**src/rtl/vcr_defines.vh**
```
// Offsets, field positions, reset values and encodings of the channel resource bank
`ifndef VCR_DEFINES_VH
`define VCR_DEFINES_VH

`define VCR_ADDR_W          12
`define VCR_OFF_VC0_CAP     12'h010
`define VCR_OFF_VC0_CTL     12'h014
`define VCR_OFF_VC0_STS     12'h018
`define VCR_OFF_VC1_CAP     12'h01C
`define VCR_OFF_VC1_CTL     12'h020

`define VCR_VC0_CAP_VAL     32'h0000_0001
`define VCR_VC1_CAP_VAL     32'h0000_8001
`define VCR_VC0_CTL_RST     32'h8000_00FE
`define VCR_VC1_CTL_RST     32'h0100_0000
`define VCR_VC0_STS_RST     16'h0002

`define VCR_EN_BIT          31
`define VCR_ID_HI           26
`define VCR_ID_LO           24
`define VCR_PAS_HI          19
`define VCR_PAS_LO          17
`define VCR_MAP_HI          7
`define VCR_MAP_LO          1
`define VCR_NP_BIT          1

`define VCR_VC0_ID          3'h0
`define VCR_VC1_ID_RST      3'h1
`define VCR_VC0_MAP_RST     7'h7F
`define VCR_VC1_MAP_RST     7'h00
`define VCR_VC1_PAS_TWRR    3'h4
`define VCR_PAS_RST         3'h0
`define VCR_VC1_EN_RST      1'b0
`define VCR_NP_RST          1'b1

`endif

```
**src/rtl/vcr_resource_regs.v**
```verilog
// Channel resource capability, control and status register bank
`include "vcr_defines.vh"

module vcr_resource_regs (
    input  wire        core_clk,
    input  wire        sys_rst,
    input  wire        reg_wr,
    input  wire        reg_rd,
    input  wire [11:0] reg_addr,
    input  wire [31:0] reg_wdata,
    input  wire [3:0]  reg_be,
    output reg  [31:0] reg_rdata_q,
    input  wire        vc0_negotiating,
    input  wire [7:0]  tc_req,
    input  wire        vc0_req,
    input  wire        vc1_req,
    output reg         vc1_enable_q,
    output reg  [2:0]  vc1_id_q,
    output reg  [6:0]  vc0_class_map_q,
    output reg  [6:0]  vc1_class_map_q,
    output reg  [2:0]  vc1_port_arb_select_q,
    output reg  [7:0]  tc_to_vc1_q,
    output reg         grant_vc0_q,
    output reg         grant_vc1_q
);

// ==========================================
// Address decode; full compare so aliases read zero
wire        hit_vc0_ctl = (reg_addr == `VCR_OFF_VC0_CTL);
wire        hit_vc1_ctl = (reg_addr == `VCR_OFF_VC1_CTL);
wire        wr_vc0_ctl  = reg_wr & hit_vc0_ctl;
wire        wr_vc1_ctl  = reg_wr & hit_vc1_ctl;
wire        vc1_active  = vc1_req & vc1_enable_q;

// ==========================================
// Register state and next values
reg  [2:0]  vc0_port_arb_select_q;
reg  [2:0]  vc0_port_arb_select_d;
reg  [6:0]  vc0_class_map_d;
reg         vc1_enable_d;
reg  [2:0]  vc1_id_d;
reg  [2:0]  vc1_port_arb_select_d;
reg  [6:0]  vc1_class_map_d;
reg         vc0_np_q;
reg         vc0_np_d;
reg         grant_vc0_d;
reg         grant_vc1_d;
reg  [31:0] reg_rdata_d;
reg  [31:0] rd_word;
reg  [31:0] vc0_ctl;
reg  [31:0] vc1_ctl;
wire [7:0]  tc_to_vc1_d;

// ==========================================
// Fixed words
wire [31:0] vc0_cap_word = `VCR_VC0_CAP_VAL;
wire [31:0] vc1_cap_word = `VCR_VC1_CAP_VAL;
// Status sits in the upper half of the word at 018h
wire [31:0] vc0_sts_word = {14'h0000, vc0_np_q, 17'h0_0000};

// ==========================================
// Channel 0 control: select and map only
always @* begin
    vc0_port_arb_select_d = vc0_port_arb_select_q;
    vc0_class_map_d       = vc0_class_map_q;
    // Enable and identifier are fixed here
    if (wr_vc0_ctl) begin
        // Stored only; no table exists behind it
        if (reg_be[2]) begin
            vc0_port_arb_select_d = reg_wdata[`VCR_PAS_HI:`VCR_PAS_LO];
        end
        if (reg_be[0]) begin
            vc0_class_map_d = reg_wdata[`VCR_MAP_HI:`VCR_MAP_LO];
        end
    end
end

// ==========================================
// Channel 1 control: enable, identifier, select and map
always @* begin
    vc1_enable_d          = vc1_enable_q;
    vc1_id_d              = vc1_id_q;
    vc1_port_arb_select_d = vc1_port_arb_select_q;
    vc1_class_map_d       = vc1_class_map_q;
    if (wr_vc1_ctl) begin
        // Enable and identifier share byte lane 3
        if (reg_be[3]) begin
            vc1_enable_d = reg_wdata[`VCR_EN_BIT];
            vc1_id_d     = reg_wdata[`VCR_ID_HI:`VCR_ID_LO];
        end
        // Other values are software's fault, held as written
        if (reg_be[2]) begin
            vc1_port_arb_select_d = reg_wdata[`VCR_PAS_HI:`VCR_PAS_LO];
        end
        if (reg_be[0]) begin
            vc1_class_map_d = reg_wdata[`VCR_MAP_HI:`VCR_MAP_LO];
        end
    end
end

// ==========================================
// Negotiation status follows the link, one cycle late
always @* begin
    vc0_np_d = vc0_negotiating;
end

// ==========================================
// Control and status flip-flops
always @(posedge core_clk) begin
    if (sys_rst) begin
        vc0_port_arb_select_q <= `VCR_PAS_RST;
        vc0_class_map_q       <= `VCR_VC0_MAP_RST;
        vc1_enable_q          <= `VCR_VC1_EN_RST;
        vc1_id_q              <= `VCR_VC1_ID_RST;
        vc1_port_arb_select_q <= `VCR_PAS_RST;
        vc1_class_map_q       <= `VCR_VC1_MAP_RST;
        vc0_np_q              <= `VCR_NP_RST;
    end else begin
        vc0_port_arb_select_q <= vc0_port_arb_select_d;
        vc0_class_map_q       <= vc0_class_map_d;
        vc1_enable_q          <= vc1_enable_d;
        vc1_id_q              <= vc1_id_d;
        vc1_port_arb_select_q <= vc1_port_arb_select_d;
        vc1_class_map_q       <= vc1_class_map_d;
        vc0_np_q              <= vc0_np_d;
    end
end

// ==========================================
// Control words as software sees them
always @* begin
    vc0_ctl = 32'h0000_0000;
    vc0_ctl[`VCR_EN_BIT] = 1'b1;
    vc0_ctl[`VCR_ID_HI:`VCR_ID_LO] = `VCR_VC0_ID;
    vc0_ctl[`VCR_PAS_HI:`VCR_PAS_LO] = vc0_port_arb_select_q;
    vc0_ctl[`VCR_MAP_HI:`VCR_MAP_LO] = vc0_class_map_q;
end

always @* begin
    // Bits 30 to 27 and the other reserved spans stay zero
    vc1_ctl = 32'h0000_0000;
    vc1_ctl[`VCR_EN_BIT] = vc1_enable_q;
    vc1_ctl[`VCR_ID_HI:`VCR_ID_LO] = vc1_id_q;
    vc1_ctl[`VCR_PAS_HI:`VCR_PAS_LO] = vc1_port_arb_select_q;
    vc1_ctl[`VCR_MAP_HI:`VCR_MAP_LO] = vc1_class_map_q;
end

// ==========================================
// Read path
always @* begin
    // Unmapped words read zero; writes there are dropped
    case (reg_addr)
        `VCR_OFF_VC0_CAP: rd_word = vc0_cap_word;
        `VCR_OFF_VC0_CTL: rd_word = vc0_ctl;
        `VCR_OFF_VC0_STS: rd_word = vc0_sts_word;
        `VCR_OFF_VC1_CAP: rd_word = vc1_cap_word;
        `VCR_OFF_VC1_CTL: rd_word = vc1_ctl;
        default:          rd_word = 32'h0000_0000;
    endcase
end

always @* begin
    if (reg_rd) begin
        reg_rdata_d = rd_word;
    end else begin
        // Idle cycles return zero so stale data never lingers
        reg_rdata_d = 32'h0000_0000;
    end
end

// ==========================================
// Class steering: one bit per traffic class
genvar g;
generate
    for (g = 0; g < 8; g = g + 1) begin : g_tc
        if (g == 0) begin : g_none
            // Class 0 always stays on channel 0
            assign tc_to_vc1_d[g] = 1'b0;
        end else begin : g_map
            assign tc_to_vc1_d[g] = tc_req[g] & vc1_enable_q & vc1_class_map_q[g-1];
        end
    end
endgenerate

// ==========================================
// Fixed priority: channel 1 wins whenever it is enabled and requesting
always @* begin
    // A disabled channel 1 must not block channel 0
    grant_vc1_d = vc1_active;
    grant_vc0_d = vc0_req & ~vc1_active;
end

// ==========================================
// Output flip-flops
always @(posedge core_clk) begin
    // Every output leaves straight from a flip-flop
    if (sys_rst) begin
        reg_rdata_q <= 32'h0000_0000;
        tc_to_vc1_q <= 8'h00;
        grant_vc0_q <= 1'b0;
        grant_vc1_q <= 1'b0;
    end else begin
        reg_rdata_q <= reg_rdata_d;
        tc_to_vc1_q <= tc_to_vc1_d;
        grant_vc0_q <= grant_vc0_d;
        grant_vc1_q <= grant_vc1_d;
    end
end

endmodule

```
**config.mk**
```make
export PLATFORM = sky130hd
export DESIGN_NAME = vcr_resource_regs
export DESIGN_NICKNAME = d
export VERILOG_FILES = /design/src/rtl/vcr_resource_regs.v
export VERILOG_INCLUDE_DIRS = /design/src /design/src/rtl
export SDC_FILE = /design/constraint.sdc
export NUM_CORES = 1
export LEC_CHECK = 0
export BUFFER_PORTS_ARGS = -buffer_cell sky130_fd_sc_hd__buf_2
export CAP_MARGIN = 20
export CORE_MARGIN = 4
export CORE_UTILIZATION = 40
export DETAILED_ROUTE_END_ITERATION = 12
export MAX_ROUTING_LAYER = met4
export PLACE_DENSITY = 0.79
export SLEW_MARGIN = 20
export SYNTH_ARGS = -nofsm -noshare
export SYNTH_HDL_FRONTEND = slang
export SYNTH_SLANG_ARGS = --single-unit
export TNS_END_PERCENT = 5
```
**constraint.sdc**
```tcl
create_clock -name core_clk -period 4.5 [get_ports core_clk]
set_input_delay 0.675 -clock core_clk [delete_from_list [all_inputs] [get_ports core_clk]]
set_output_delay 0.675 -clock core_clk [all_outputs]
set_load 0.1 [all_outputs]
```
### Word-level counts from Yosys, hierarchy flattened

Cells that the tools add are included.
W data, S select, Z words.

| word-level totals | value |
|---|---|
| register bits | 67 |
| input port bits | 63 |
| word-level logic and storage cells | 44 |

| cells by class | value |
|---|---|
| equality and inequality tests | 5 |
| bitwise gates (word level) | 20 |
| reductions and logical operators | 6 |
| muxes and demuxes | 1 |

Operator list:

| cell | count |
|---|---|
| $pmux W32 S5 | 1 |
| $eq A12 B5 Y1 const B | 4 |
| $and A1 B1 Y1 | 18 |
| $eq A12 B6 Y1 const B | 1 |
| $reduce_and A2 Y1 | 5 |
| $not A1 Y1 | 2 |
| $reduce_or A2 Y1 | 1 |

### Logic depth before layout (Yosys ltp)

Gate-level depths: netlist (run 1).

| depth | value |
|---|---|
| depth after elaboration | 3 |
| mapped depth | 5 |
| gate-level depth less buffers | 3 |

### Worst setup path after synthesis (run 1)

No wires, ideal clock.

| path | value |
|---|---|
| path type | in2reg |
| start point | input reg_addr[7] |
| end point | register vc1_enable_q |
| buffers on the path | 1 |
| path slack | 2.295 ns |
| stages on the path | 4 |
| setup time | 0.121 ns |
| data arrival time | 2.084 ns |
| cell sequence | or4_4 > buf_6 > nor4_4 > mux2_2 |

| between the ends | value |
|---|---|
| word-level cells in the longest chain between the ends | 3 |

Ends and longest elaborated chain:

| item | line | RTL |
|---|---|---|
| start: declaration | vcr_resource_regs.v:9 | `input wire [11:0] reg_addr,` |
| $eq A12 B6 Y1 | n/a |  |
| $and A1 B1 Y1 | vcr_resource_regs.v:32 | `wire wr_vc1_ctl = reg_wr & hit_vc1_ctl;` |
| $reduce_and A2 Y1 (no source line) | n/a |  |
| end signal: assignment | vcr_resource_regs.v:113 | `` vc1_enable_q <= `VCR_VC1_EN_RST; `` |
| end signal: assignment | vcr_resource_regs.v:121 | `vc1_enable_q <= vc1_enable_d;` |
| end: declaration | vcr_resource_regs.v:17 | `output reg vc1_enable_q,` |

Every way passes these cells.
A chain may end at the register's enable or synchronous reset.

### Worst setup path after layout (run 1)

| path | value |
|---|---|
| start point | input reg_addr[2] |
| end point | register reg_rdata_q[1] |

| between the ends | value |
|---|---|
| word-level cells in the longest chain between the ends | 2 |
| elaborated cells on any way between the ends | 6 |

Ends and longest elaborated chain:

| item | line | RTL |
|---|---|---|
| $eq A12 B6 Y1 / $eq A12 B5 Y1 (equally long branches) | vcr_resource_regs.v:152 | `case (reg_addr)` |
| $pmux W32 S5 (*) | vcr_resource_regs.v:152 |  |
| end signal: assignment | vcr_resource_regs.v:203 | `reg_rdata_q <= reg_rdata_d;` |
| end: declaration | vcr_resource_regs.v:12 | `output reg [31:0] reg_rdata_q,` |

Every way passes the cells marked *; elsewhere a longest branch is shown, timed or not.

==> reports/results.txt, run 1 <==
run status - complete, no violations
post-CTS sizing - 0
Crit Path Class - input pin to flip-flop
H-tree levels - 2
clock buffer count from CTS - 5
# rows - 26
CTS tree - done
drt first pass iters - 4
maxcap violations - 0
final hold viol count - 0
Worst setup SP type - input pin
overall power - 0.0008729 W
initial antenna violation count - 0
Post-synth EDFFs - 0
DP HPWL - 3.862 mm
first-pass GRT wire length - 7.866 mm
Final Max Slew Viols - 0
GPL Wtd Cong - 0.7513
clk_lat worst skew - 300 ps
mux cell area share after synthesis - 0.08174
register area - 0.001001 mm²
CTS Sinks - 50
worst slack, placed - 2004 ps
PD cells - 332.1 mW/mm²
most numerous cell in the Yosys netlist - dfxtp_1
crit path max fanout - 12
post-synthesis simple-gate area fraction - 0.2399
Yosys warning total - 0
Max Fclk - 449.7 MHz
RSZ-0062 raised after global routing - no
Max-slew headroom - 0.3407
Net Switching - 0.0002411 W
All-Layer GR Usage - 0.1580
fraction of registers with async set/reset - 0
Nets - 365
largest net degree at the start of global routing - 36
Synth Register Bits - 50
crit path capture type - flip-flop
DR WL/cell - 13.62 µm
Least-Margin Pin Slew - 987.9 ps
Die ar. - 0.006465 mm²
Synth Instances - 218
setup bufs post-CTS - 0
compound-cell area share of the yosys netlist - 0.09785
# fillers - 492
Routed WL - 5.082 mm
DR vias/cell - 4.893
minimum clock period - 2224 ps
multi-input logic area - 957.2 µm²
Internal Pwr Total - 0.0006318 W
largest family of logic cells by synthesized area - simple AND/OR/NAND/NOR gates
skew final - 5.574 ps
hold bufs inserted after CTS - 0
Worst IR Drop VDD - 0.0001351 V
logic gate share of total power - 0.135
detailed router's first-iteration violation count - 117
hold crit path type - flip-flop to flip-flop
n_diodes - 0
clock network fraction of total power - 0.357
layout cell share with drive strength beyond 1 - 0.3432
Synth top area share - 0.4773
final cycle utilization of the critical path - 0.4942
via count - 1825
post-route setup TNS - 0 ps
Root Buffer - clkbuf_8
LEAKAGE - 1.250 nW
die height - 80.41 µm
biggest area consumer among synthesized cells - dfxtp_1
Final ANT Viol Nets - 0
Mapped Area - 0.002097 mm²
final std cells w/o fill - 373
Reg clk slew, reported paths - 90 ps
core area - 0.005107 mm²
Die X - 80.41 µm
Final setup violation count - 0
required time worst endpoint - 4730 ps
largest cells by area after synthesis - dfxtp_1 48%, mux2i_1 7.6%, buf_4 6.1%
# IOs - 126
Max Root-Sink Buffers - 2
Buffers on Ports - 88
fin worst setup slack - 2276 ps
Mean Syn Cell Area - 9.619 µm²
Synth Area in Adders - 0
DRC errors left - 0
Initial Util - 0.4106
post-synthesis sequential area ratio - 0.4773
vias in the first global route - 1688
post-synthesis cell type count - 41
Remaining Overflow, GRT - 0
dpl cells - 365
hold slack - 461.7 ps
ys flop type - dfxtp_1
xor/xnor share of the synthesized area - 0.004177
top cells by count, synth - 50 x dfxtp_1, 31 x nand2_1, 17 x buf_4
Layout area overhead - 25.36%
arrival time worst endpoint - 2450 ps
switching share of power - 0.2762
sequential share of power - 0.508
## layout by cell type (no fill, tap or decap), types with 2 or more instances in the layout
cell type,instances
nand2_1,31
inv_1,7
and3b_1,3
dfxtp_1,50
buf_2,88
and3_1,11
and2_1,2
o41ai_1,7
nor3_1,3
mux2i_1,16
nor4_4,2
nor4b_1,2
a21oi_1,2
nor2b_1,3
a22oi_1,9
conb_1,17
nor2_1,15
or4bb_1,2
clkbuf_8,5
o211ai_1,7
## kinds of logic (layout without fill, tap and decap cells)
group           count (synthesis)  count (layout)
simple gates                   87              87
flops                          50              50
buf+inv                        35             104
compound gates                 27              27
mux                            17              17
other cells                     1              17
xor+xnor                        1               1
## sequential cells by signal (all words and copies together) (netlist names)
signal                 count
vc0_port_arb_select_q      3
grant_vc1_q                1
vc0_np_q                   1
grant_vc0_q                1
tc_to_vc1_q                7
vc1_class_map_q            7
reg_rdata_q               16
vc0_class_map_q            7
vc1_enable_q               1
vc1_id_q                   3
vc1_port_arb_select_q      3
## worst max-delay path, cell delays in order
cell and delay, ps:
buf_2 150, nor3b_2 720, o2111ai_1 650, nor2_1 240
## final timing paths
check	startpoint	to	slack (ps)	depth (start not counted)
worst min-delay path	vc0_port_arb_select_q[1]$_SDFFE_PP0P_	vc0_port_arb_select_q[1]$_SDFFE_PP0P_	460	2
worst min register to register	vc0_port_arb_select_q[1]$_SDFFE_PP0P_	vc0_port_arb_select_q[1]$_SDFFE_PP0P_	460	2
worst max-delay path	reg_addr[2]	reg_rdata_q[1]$_SDFF_PP0_	2280	4
worst max register to register	vc1_enable_q$_SDFFE_PP0P_	vc1_enable_q$_SDFFE_PP0P_	3370	2
## routing by layer
metal | share of wire | track usage | vias to the layer above | wire length [µm]
met5 | 0 | - | - | 0
met2 | 0.49 | 0.2715 | 71 | 2479
met3 | 0.088 | 0.04036 | 9 | 445
met4 | 0.018 | 0.05574 | 0 | 93
li1 | - | - | 902 | -
met1 | 0.41 | 0.1776 | 843 | 2063
## power by group through the flow
| stage | clock, W | combinational [W] | sequential, W |
|---|---|---|---|
| after global routing | 0.000336 | 0.000125 | 0.000443 |
| after detailed placement | 0 | 0.000117 | 0.000454 |
| after global placement | 0 | 0.000116 | 0.000454 |
| after CTS | 0.000320 | 0.000117 | 0.000443 |
| final | 0.000312 | 0.000118 | 0.000443 |
| after floorplan | 0 | 0.0000976 | 0.000457 |
## layout make-up
class / count / area share
multi-input combinational: 149 / 0.3641
sequential: 50 / 0.3808
tap: 70 / 0.03332
clock inverter: 3 / 0.01666
clock buffer: 5 / 0.02618
inverter: 8 / 0.01142
timing repair buffer: 88 / 0.1675
## through the flow
step | instance area, µm² | utilization
after floorplan | 2157 | -
after global placement | 2516 | 0.4927
after detailed placement | 2516 | 0.4927
after CTS | 2629 | 0.5147
after global routing | 2629 | 0.5147
final | 2629 | 0.5147
No activity file was read; power rests on OpenSTA's default activity.
==> run 2, diff against run 1 <==
--- a/config.mk
+++ b/config.mk
@@ -6,13 +6,14 @@
 export SDC_FILE = /design/constraint.sdc
 export NUM_CORES = 1
 export LEC_CHECK = 0
+export ABC_AREA = 1
 export BUFFER_PORTS_ARGS = -buffer_cell sky130_fd_sc_hd__buf_2
 export CAP_MARGIN = 20
 export CORE_MARGIN = 4
 export CORE_UTILIZATION = 40
 export DETAILED_ROUTE_END_ITERATION = 12
 export MAX_ROUTING_LAYER = met4
-export PLACE_DENSITY = 0.79
+export PLACE_DENSITY = 0.78
 export SLEW_MARGIN = 20
 export SYNTH_ARGS = -nofsm -noshare
 export SYNTH_HDL_FRONTEND = slang
==> constraint.sdc (replaced) <==
create_clock -name core_clk -period 2.3 [get_ports core_clk]
set_input_delay 0.345 -clock core_clk [delete_from_list [all_inputs] [get_ports core_clk]]
set_output_delay 0.345 -clock core_clk [all_outputs]
set_load 0.1 [all_outputs]
==> reports/results.txt, run 2 <==
run status - complete, no violations (unchanged)
n_diodes - 0 (unchanged)
core area - 0.005172 mm² (was 0.005107 mm²)
clock buffer count from CTS - 5 (unchanged)
PD cells - 666.2 mW/mm² (was 332.1 mW/mm²)
post-CTS sizing - 0 (unchanged)
# rows - 26 (unchanged)
final cycle utilization of the critical path - 0.6653
Biggest register - reg_rdata_q (unchanged)
Reg clk slew, reported paths - 90 ps (about the same)
fraction of registers with async set/reset - 0 (unchanged)
Final ANT Viol Nets - 0 (unchanged)
most common cell after layout, fill and taps aside - buf_2 (unchanged)
post-synthesis cell type count - 24 (was 41)
layout cell share with drive strength beyond 1 - 0.3061 (was 0.3432)
first-pass GRT wire length - 8.066 mm (was 7.866 mm)
clk_lat worst skew - 290 ps (was 300 ps)
Mapped Area - 0.002160 mm² (was 0.002097 mm²)
multi-input logic area - 875.8 µm² (was 957.2 µm²)
Slowest-stage cell, CP - buf_2 (was nor3b_2)
GPL Wtd Cong - 0.8457 (was 0.7513)
Worst Path Buf+Inv - 1 (unchanged)
Max Root-Sink Buffers - 2 (unchanged)
via count - 1988 (was 1825)
Post-synth EDFFs - 0 (unchanged)
initial antenna violation count - 0 (unchanged)
DP HPWL - 3.945 mm (was 3.862 mm)
Die ar. - 0.006638 mm² (was 0.006465 mm²)
setup bufs post-CTS - 0 (unchanged)
CTS tree - done (unchanged)
Final setup violation count - 0 (unchanged)
crit path max fanout - 5 (was 12)
Nets - 454 (was 365)
post-synthesis sequential area ratio - 0.4635 (was 0.4773)
most numerous cell in the Yosys netlist - nand2_1 (was dfxtp_1)
Initial Util - 0.4175 (was 0.4106)
DR vias/cell - 4.303 (was 4.893)
All-Layer GR Usage - 0.1604 (was 0.1580)
Final Max Slew Viols - 0 (unchanged)
detailed router's first-iteration violation count - 122 (was 117)
hold crit path type - input pin to flip-flop (was flip-flop to flip-flop)
Synth top area share - 0.4635 (was 0.4773)
CP max stage delay - 470 ps (was 720 ps)
# fillers - 528 (was 492)
Routed WL - 5.028 mm (was 5.082 mm)
Max Fclk - 653.5 MHz
DR WL/cell - 10.88 µm (was 13.62 µm)
skew final - 6.824 ps (was 5.574 ps)
drt first pass iters - 5 (was 4)
register area - 0.001001 mm² (unchanged)
Synth Register Bits - 50 (unchanged)
arrival time worst endpoint - 1190 ps (was 2450 ps)
Root Buffer - clkbuf_8 (unchanged)
overall power - 0.001810 W (was 0.0008729 W)
Mean Syn Cell Area - 7.199 µm² (was 9.619 µm²)
Least-Margin Pin Slew - 521.6 ps (was 987.9 ps)
biggest area consumer among synthesized cells - dfxtp_1 (unchanged)
most frequent cells in the layout - 88 x buf_2, 77 x nand2_1, 61 x nor2_1 (was 88 x buf_2, 50 x dfxtp_1, 31 x nand2_1)
Worst setup SP type - flip-flop (was input pin)
Worst IR Drop VDD - 0.0003254 V (was 0.0001351 V)
fin worst setup slack - 769.8 ps (was 2276 ps)
top cells by count, synth - 77 x nand2_1, 61 x nor2_1, 50 x dfxtp_1 (was 50 x dfxtp_1, 31 x nand2_1, 17 x buf_4)
DRC errors left - 0 (unchanged)
maxcap violations - 0 (unchanged)
Yosys warning total - 0 (unchanged)
CTS Sinks - 50 (unchanged)
vias in the first global route - 1824 (was 1688)
worst slack, placed - 525.3 ps (was 2004 ps)
ys flop type - dfxtp_1 (unchanged)
max FFs per register - 16 (unchanged)
r2r setup slk - 1420 ps (was 3370 ps)
largest net degree at the start of global routing - 16 (was 36)
Layout area overhead - 25.84% (was 25.36%)
crit path capture type - primary output (was flip-flop)
Die X - 81.48 µm (was 80.41 µm)
CP delay by family, top - buffers and inverters (was simple AND/OR/NAND/NOR gates)
RSZ-0062 raised after global routing - no (unchanged)
hold bufs inserted after CTS - 0 (unchanged)
hold slack - 229.6 ps (was 461.7 ps)
Max-slew headroom - 0.6547 (was 0.3407)
die height - 81.48 µm (was 80.41 µm)
Crit Path Class - flip-flop to primary output (was input pin to flip-flop)
final hold viol count - 0 (unchanged)
crit path cell chain - buf_2 (was buf_2 > nor3b_2 > o2111ai_1 > nor2_1)
required time worst endpoint - 1960 ps (was 4730 ps)
Buffers on Ports - 88 (unchanged)
largest cells by area after synthesis - dfxtp_1 46%, nand2_1 13%, nor2_1 11% (was dfxtp_1 48%, mux2i_1 7.6%, buf_4 6.1%)
post-route setup TNS - 0 ps (unchanged)
LEAKAGE - 1.435 nW (was 1.250 nW)
# IOs - 126 (unchanged)
Synth Instances - 300 (was 218)
minimum clock period - 1530 ps
Remaining Overflow, GRT - 0 (unchanged)
H-tree levels - 2 (unchanged)
## run 2: cell count changes after synthesis, sizes merged, moves of 8 or more
cell | previous run | this run
mux2i | 16 | 0
nor2 | 15 | 66
nand3 | 1 | 18
and3 | 11 | 0
o21ai | 1 | 9
a22oi | 9 | 0
nand2 | 31 | 84
inv | 7 | 39
## run 2: final timing paths
kind	start	endpoint	cells past startpoint
max	vc1_enable_q$_SDFFE_PP0P_	vc1_enable_q	1
max reg2reg	vc1_enable_q$_SDFFE_PP0P_	tc_to_vc1_q[6]$_SDFF_PP0_	2
min reg2reg	vc1_class_map_q[3]$_SDFFE_PP0P_	tc_to_vc1_q[4]$_SDFF_PP0_	2
min	vc0_negotiating	vc0_np_q$_SDFF_PP1_	2
## run 2: cell families after synthesis
logic type / Yosys count / synth area share
compound gates: 11 / 0.02607
buf+inv: 63 / 0.1587
flops: 50 / 0.4635
other cells: 1 / 0.001736
simple gates: 175 / 0.3499
## run 2: final cells by class
class	instances	area share
multi-input cells	203	0.3223
clock inverters	2	0.02210
flip-flops and latches	50	0.3683
inverters	41	0.05709
clock buffers	6	0.03039
well taps	70	0.03223
repair buffers	90	0.1676
## run 2: where the power goes
group | switching, W | total (W) | internal [W]
sequential | 0.000000663 | 0.000867 | 0.000867
clock | 0.000274 | 0.000737 | 0.000464
combinational | 0.000170 | 0.000206 | 0.0000355
total | 0.000445 | 0.00181 | 0.00137
## run 2: metal layers
layer / GRT usage / wire (µm) / vias to the layer above
li1: - / - / 1049
met1: 0.2055 / 2189 / 856
met2: 0.2614 / 2393 / 81
met3: 0.03399 / 424 / 2
met4: 0.03378 / 21 / 0
met5: - / 0 / -
## run 2: through the flow
stage	instance area (µm²)	instances	util
finish	2718	462	0.5254
global route	2718	462	0.5254
floorplan	2220	316	-
detailed placement	2575	454	0.4978
global placement	2575	454	0.4978
CTS	2718	462	0.5254
==> run 3, diff against run 2 <==
==> constraint.sdc (replaced) <==
create_clock -name core_clk -period 1.6 [get_ports core_clk]
set_input_delay 0.24 -clock core_clk [delete_from_list [all_inputs] [get_ports core_clk]]
set_output_delay 0.24 -clock core_clk [all_outputs]
set_load 0.1 [all_outputs]
==> reports/results.txt, run 3 (synthesis gave the netlist of run 2 again) <==
Crit Path Class - flip-flop to primary output (unchanged)
min-delay src - vc0_negotiating (unchanged)
crit path cell chain - buf_2 (unchanged)
DR vias/cell - 4.256 (was 4.303)
final cycle utilization of the critical path - 0.8944
largest net degree at the start of global routing - 17 (was 16)
CP max stage delay - 470 ps (about the same)
CP delay by family, top - buffers and inverters (unchanged)
# rows - 26 (unchanged)
PD cells - 942.3 mW/mm² (was 666.2 mW/mm²)
first-pass GRT wire length - 7.886 mm (was 8.066 mm)
Root Buffer - clkbuf_8 (unchanged)
RSZ-0062 raised after global routing - no (unchanged)
switching share of power - 0.2519 (was 0.2456)
Final ANT Viol Nets - 0 (unchanged)
met2 Resource Use GR - 0.2492 (was 0.2614)
met1 Usage GRT - 0.2007 (was 0.2055)
core area - 0.005172 mm² (unchanged)
drt first pass iters - 4 (was 5)
DRC errors left - 0 (unchanged)
Die ar. - 0.006638 mm² (unchanged)
sequential share of power - 0.485 (was 0.479)
LEAKAGE - 1.442 nW (was 1.435 nW)
Worst setup SP type - flip-flop (unchanged)
maxcap violations - 0 (unchanged)
CTS tree - done (unchanged)
DP HPWL - 3.969 mm (was 3.945 mm)
hold slack - 123.6 ps (was 229.6 ps)
hold bufs inserted after CTS - 0 (unchanged)
required time worst endpoint - 1360 ps (was 1960 ps)
vias in the first global route - 1804 (was 1824)
GPL Wtd Cong - 0.8238 (was 0.8457)
arrival time worst endpoint - 1190 ps (about the same)
setup bufs post-CTS - 0 (unchanged)
skew final - 6.619 ps (was 6.824 ps)
most common cell after layout, fill and taps aside - buf_2 (unchanged)
Slowest-stage cell, CP - buf_2 (unchanged)
minimum clock period - 1431 ps
Reg clk slew, reported paths - 90 ps (about the same)
initial antenna violation count - 0 (unchanged)
Nets - 456 (was 454)
dpl cells - 456 (was 454)
Internal Pwr Total - 0.001923 W (was 0.001366 W)
clk_lat worst skew - 290 ps (about the same)
Routed WL - 4.991 mm (was 5.028 mm)
GR Util met3 - 0.03947 (was 0.03399)
run status - complete, no violations (unchanged)
crit path capture type - primary output (unchanged)
via count - 1975 (was 1988)
Layout area overhead - 26.30% (was 25.84%)
Worst Path Buf+Inv - 1 (unchanged)
detailed router's first-iteration violation count - 138 (was 122)
post-route setup TNS - 0 ps (unchanged)
Die X - 81.48 µm (unchanged)
r2r setup slk - 700 ps (was 1420 ps)
worst-case reg-to-reg path depth - 2 (unchanged)
Remaining Overflow, GRT - 0 (unchanged)
final hold viol count - 0 (unchanged)
Worst IR Drop VDD - 0.0005670 V (was 0.0003254 V)
Max Root-Sink Buffers - 2 (unchanged)
hold crit path type - input pin to flip-flop (unchanged)
# IOs - 126 (unchanged)
layout cell share with drive strength beyond 1 - 0.3096 (was 0.3061)
DR WL/cell - 10.76 µm (was 10.88 µm)
crit path max fanout - 5 (unchanged)
H-tree levels - 2 (unchanged)
max FFs per register - 16 (unchanged)
Net Switching - 0.0006475 W (was 0.0004447 W)
Initial Util - 0.4175 (unchanged)
hold path endpoint - vc0_np_q$_SDFF_PP1_ (unchanged)
n_diodes - 0 (unchanged)
clock network fraction of total power - 0.400 (was 0.407)
Final Max Slew Viols - 0 (unchanged)
Crit Reg-Reg Endpoint - tc_to_vc1_q[1]$_SDFF_PP0_ (was tc_to_vc1_q[6]$_SDFF_PP0_)
die height - 81.48 µm (unchanged)
FF-to-FF Start - vc1_enable_q$_SDFFE_PP0P_ (unchanged)
Max Fclk - 698.8 MHz
gr busiest metal - met2 (unchanged)
post-CTS sizing - 0 (unchanged)
most frequent cells in the layout - 88 x buf_2, 77 x nand2_1, 61 x nor2_1 (unchanged)
Final setup violation count - 0 (unchanged)
final std cells w/o fill - 464 (was 462)
CTS Sinks - 50 (unchanged)
logic gate share of total power - 0.115 (was 0.114)
Buffers on Ports - 88 (unchanged)
clock buffer count from CTS - 5 (unchanged)
Biggest register - reg_rdata_q (unchanged)
All-Layer GR Usage - 0.1584 (was 0.1604)
Hold Crit Depth - 2 (unchanged)
-- run 3: worst max-delay path by stage --
stage	slack [ps]	cells past startpoint	endpoint	startpoint
detailed placement	130	10	vc0_class_map_q[0]$_SDFFE_PP1P_	reg_addr[9]
floorplan	140	2	tc_to_vc1_q[1]$_SDFF_PP0_	vc1_enable_q$_SDFFE_PP0P_
finish	170	1	vc1_enable_q	vc1_enable_q$_SDFFE_PP0P_
global route	110	1	vc1_enable_q	vc1_enable_q$_SDFFE_PP0P_
global placement	160	8	reg_rdata_q[19]$_SDFF_PP0_	reg_addr[11]
CTS	140	1	vc1_enable_q	vc1_enable_q$_SDFFE_PP0P_
-- run 3: power groups by stage --
| stage | logic, W | registers (W) | clock network, W |
|---|---|---|---|
| final | 0.000296 | 0.00125 | 0.00103 |
| after global routing | 0.000311 | 0.00125 | 0.00112 |
| after CTS | 0.000296 | 0.00125 | 0.00106 |
| after detailed placement | 0.000295 | 0.00128 | 0 |
| after global placement | 0.000292 | 0.00128 | 0 |
| after floorplan | 0.000245 | 0.00129 | 0 |
-- run 3: layout make-up --
type                            count  area, µm²
Fill cell                         525       2445
Sequential cell                    50       1001
Inverter                           41      155.1
Clock buffer                        5      68.82
Tap cell                           70      87.58
Timing Repair Buffer               92      470.5
Multi-Input combinational cell    203      875.8
Clock inverter                      3      68.82
-- run 3: per-layer routing --
metal,up-vias,share of wire
li1,1052,-
met1,852,0.44
met2,67,0.48
met3,4,0.075
met4,0,0.0064
met5,-,0
-- run 3: through the flow --
step           total power [W]  cell area [µm²]    util  worst slack [ps]
6_report              0.002570             2728  0.5273             168.9
5_1_grt               0.002677             2728  0.5273             108.8
4_1_cts               0.002602             2728  0.5273             141.6
3_5_place_dp          0.001571             2590  0.5007             131.3
3_3_place_gp          0.001568             2590  0.5007             163.8
2_1_floorplan         0.001532             2220       -             140.8
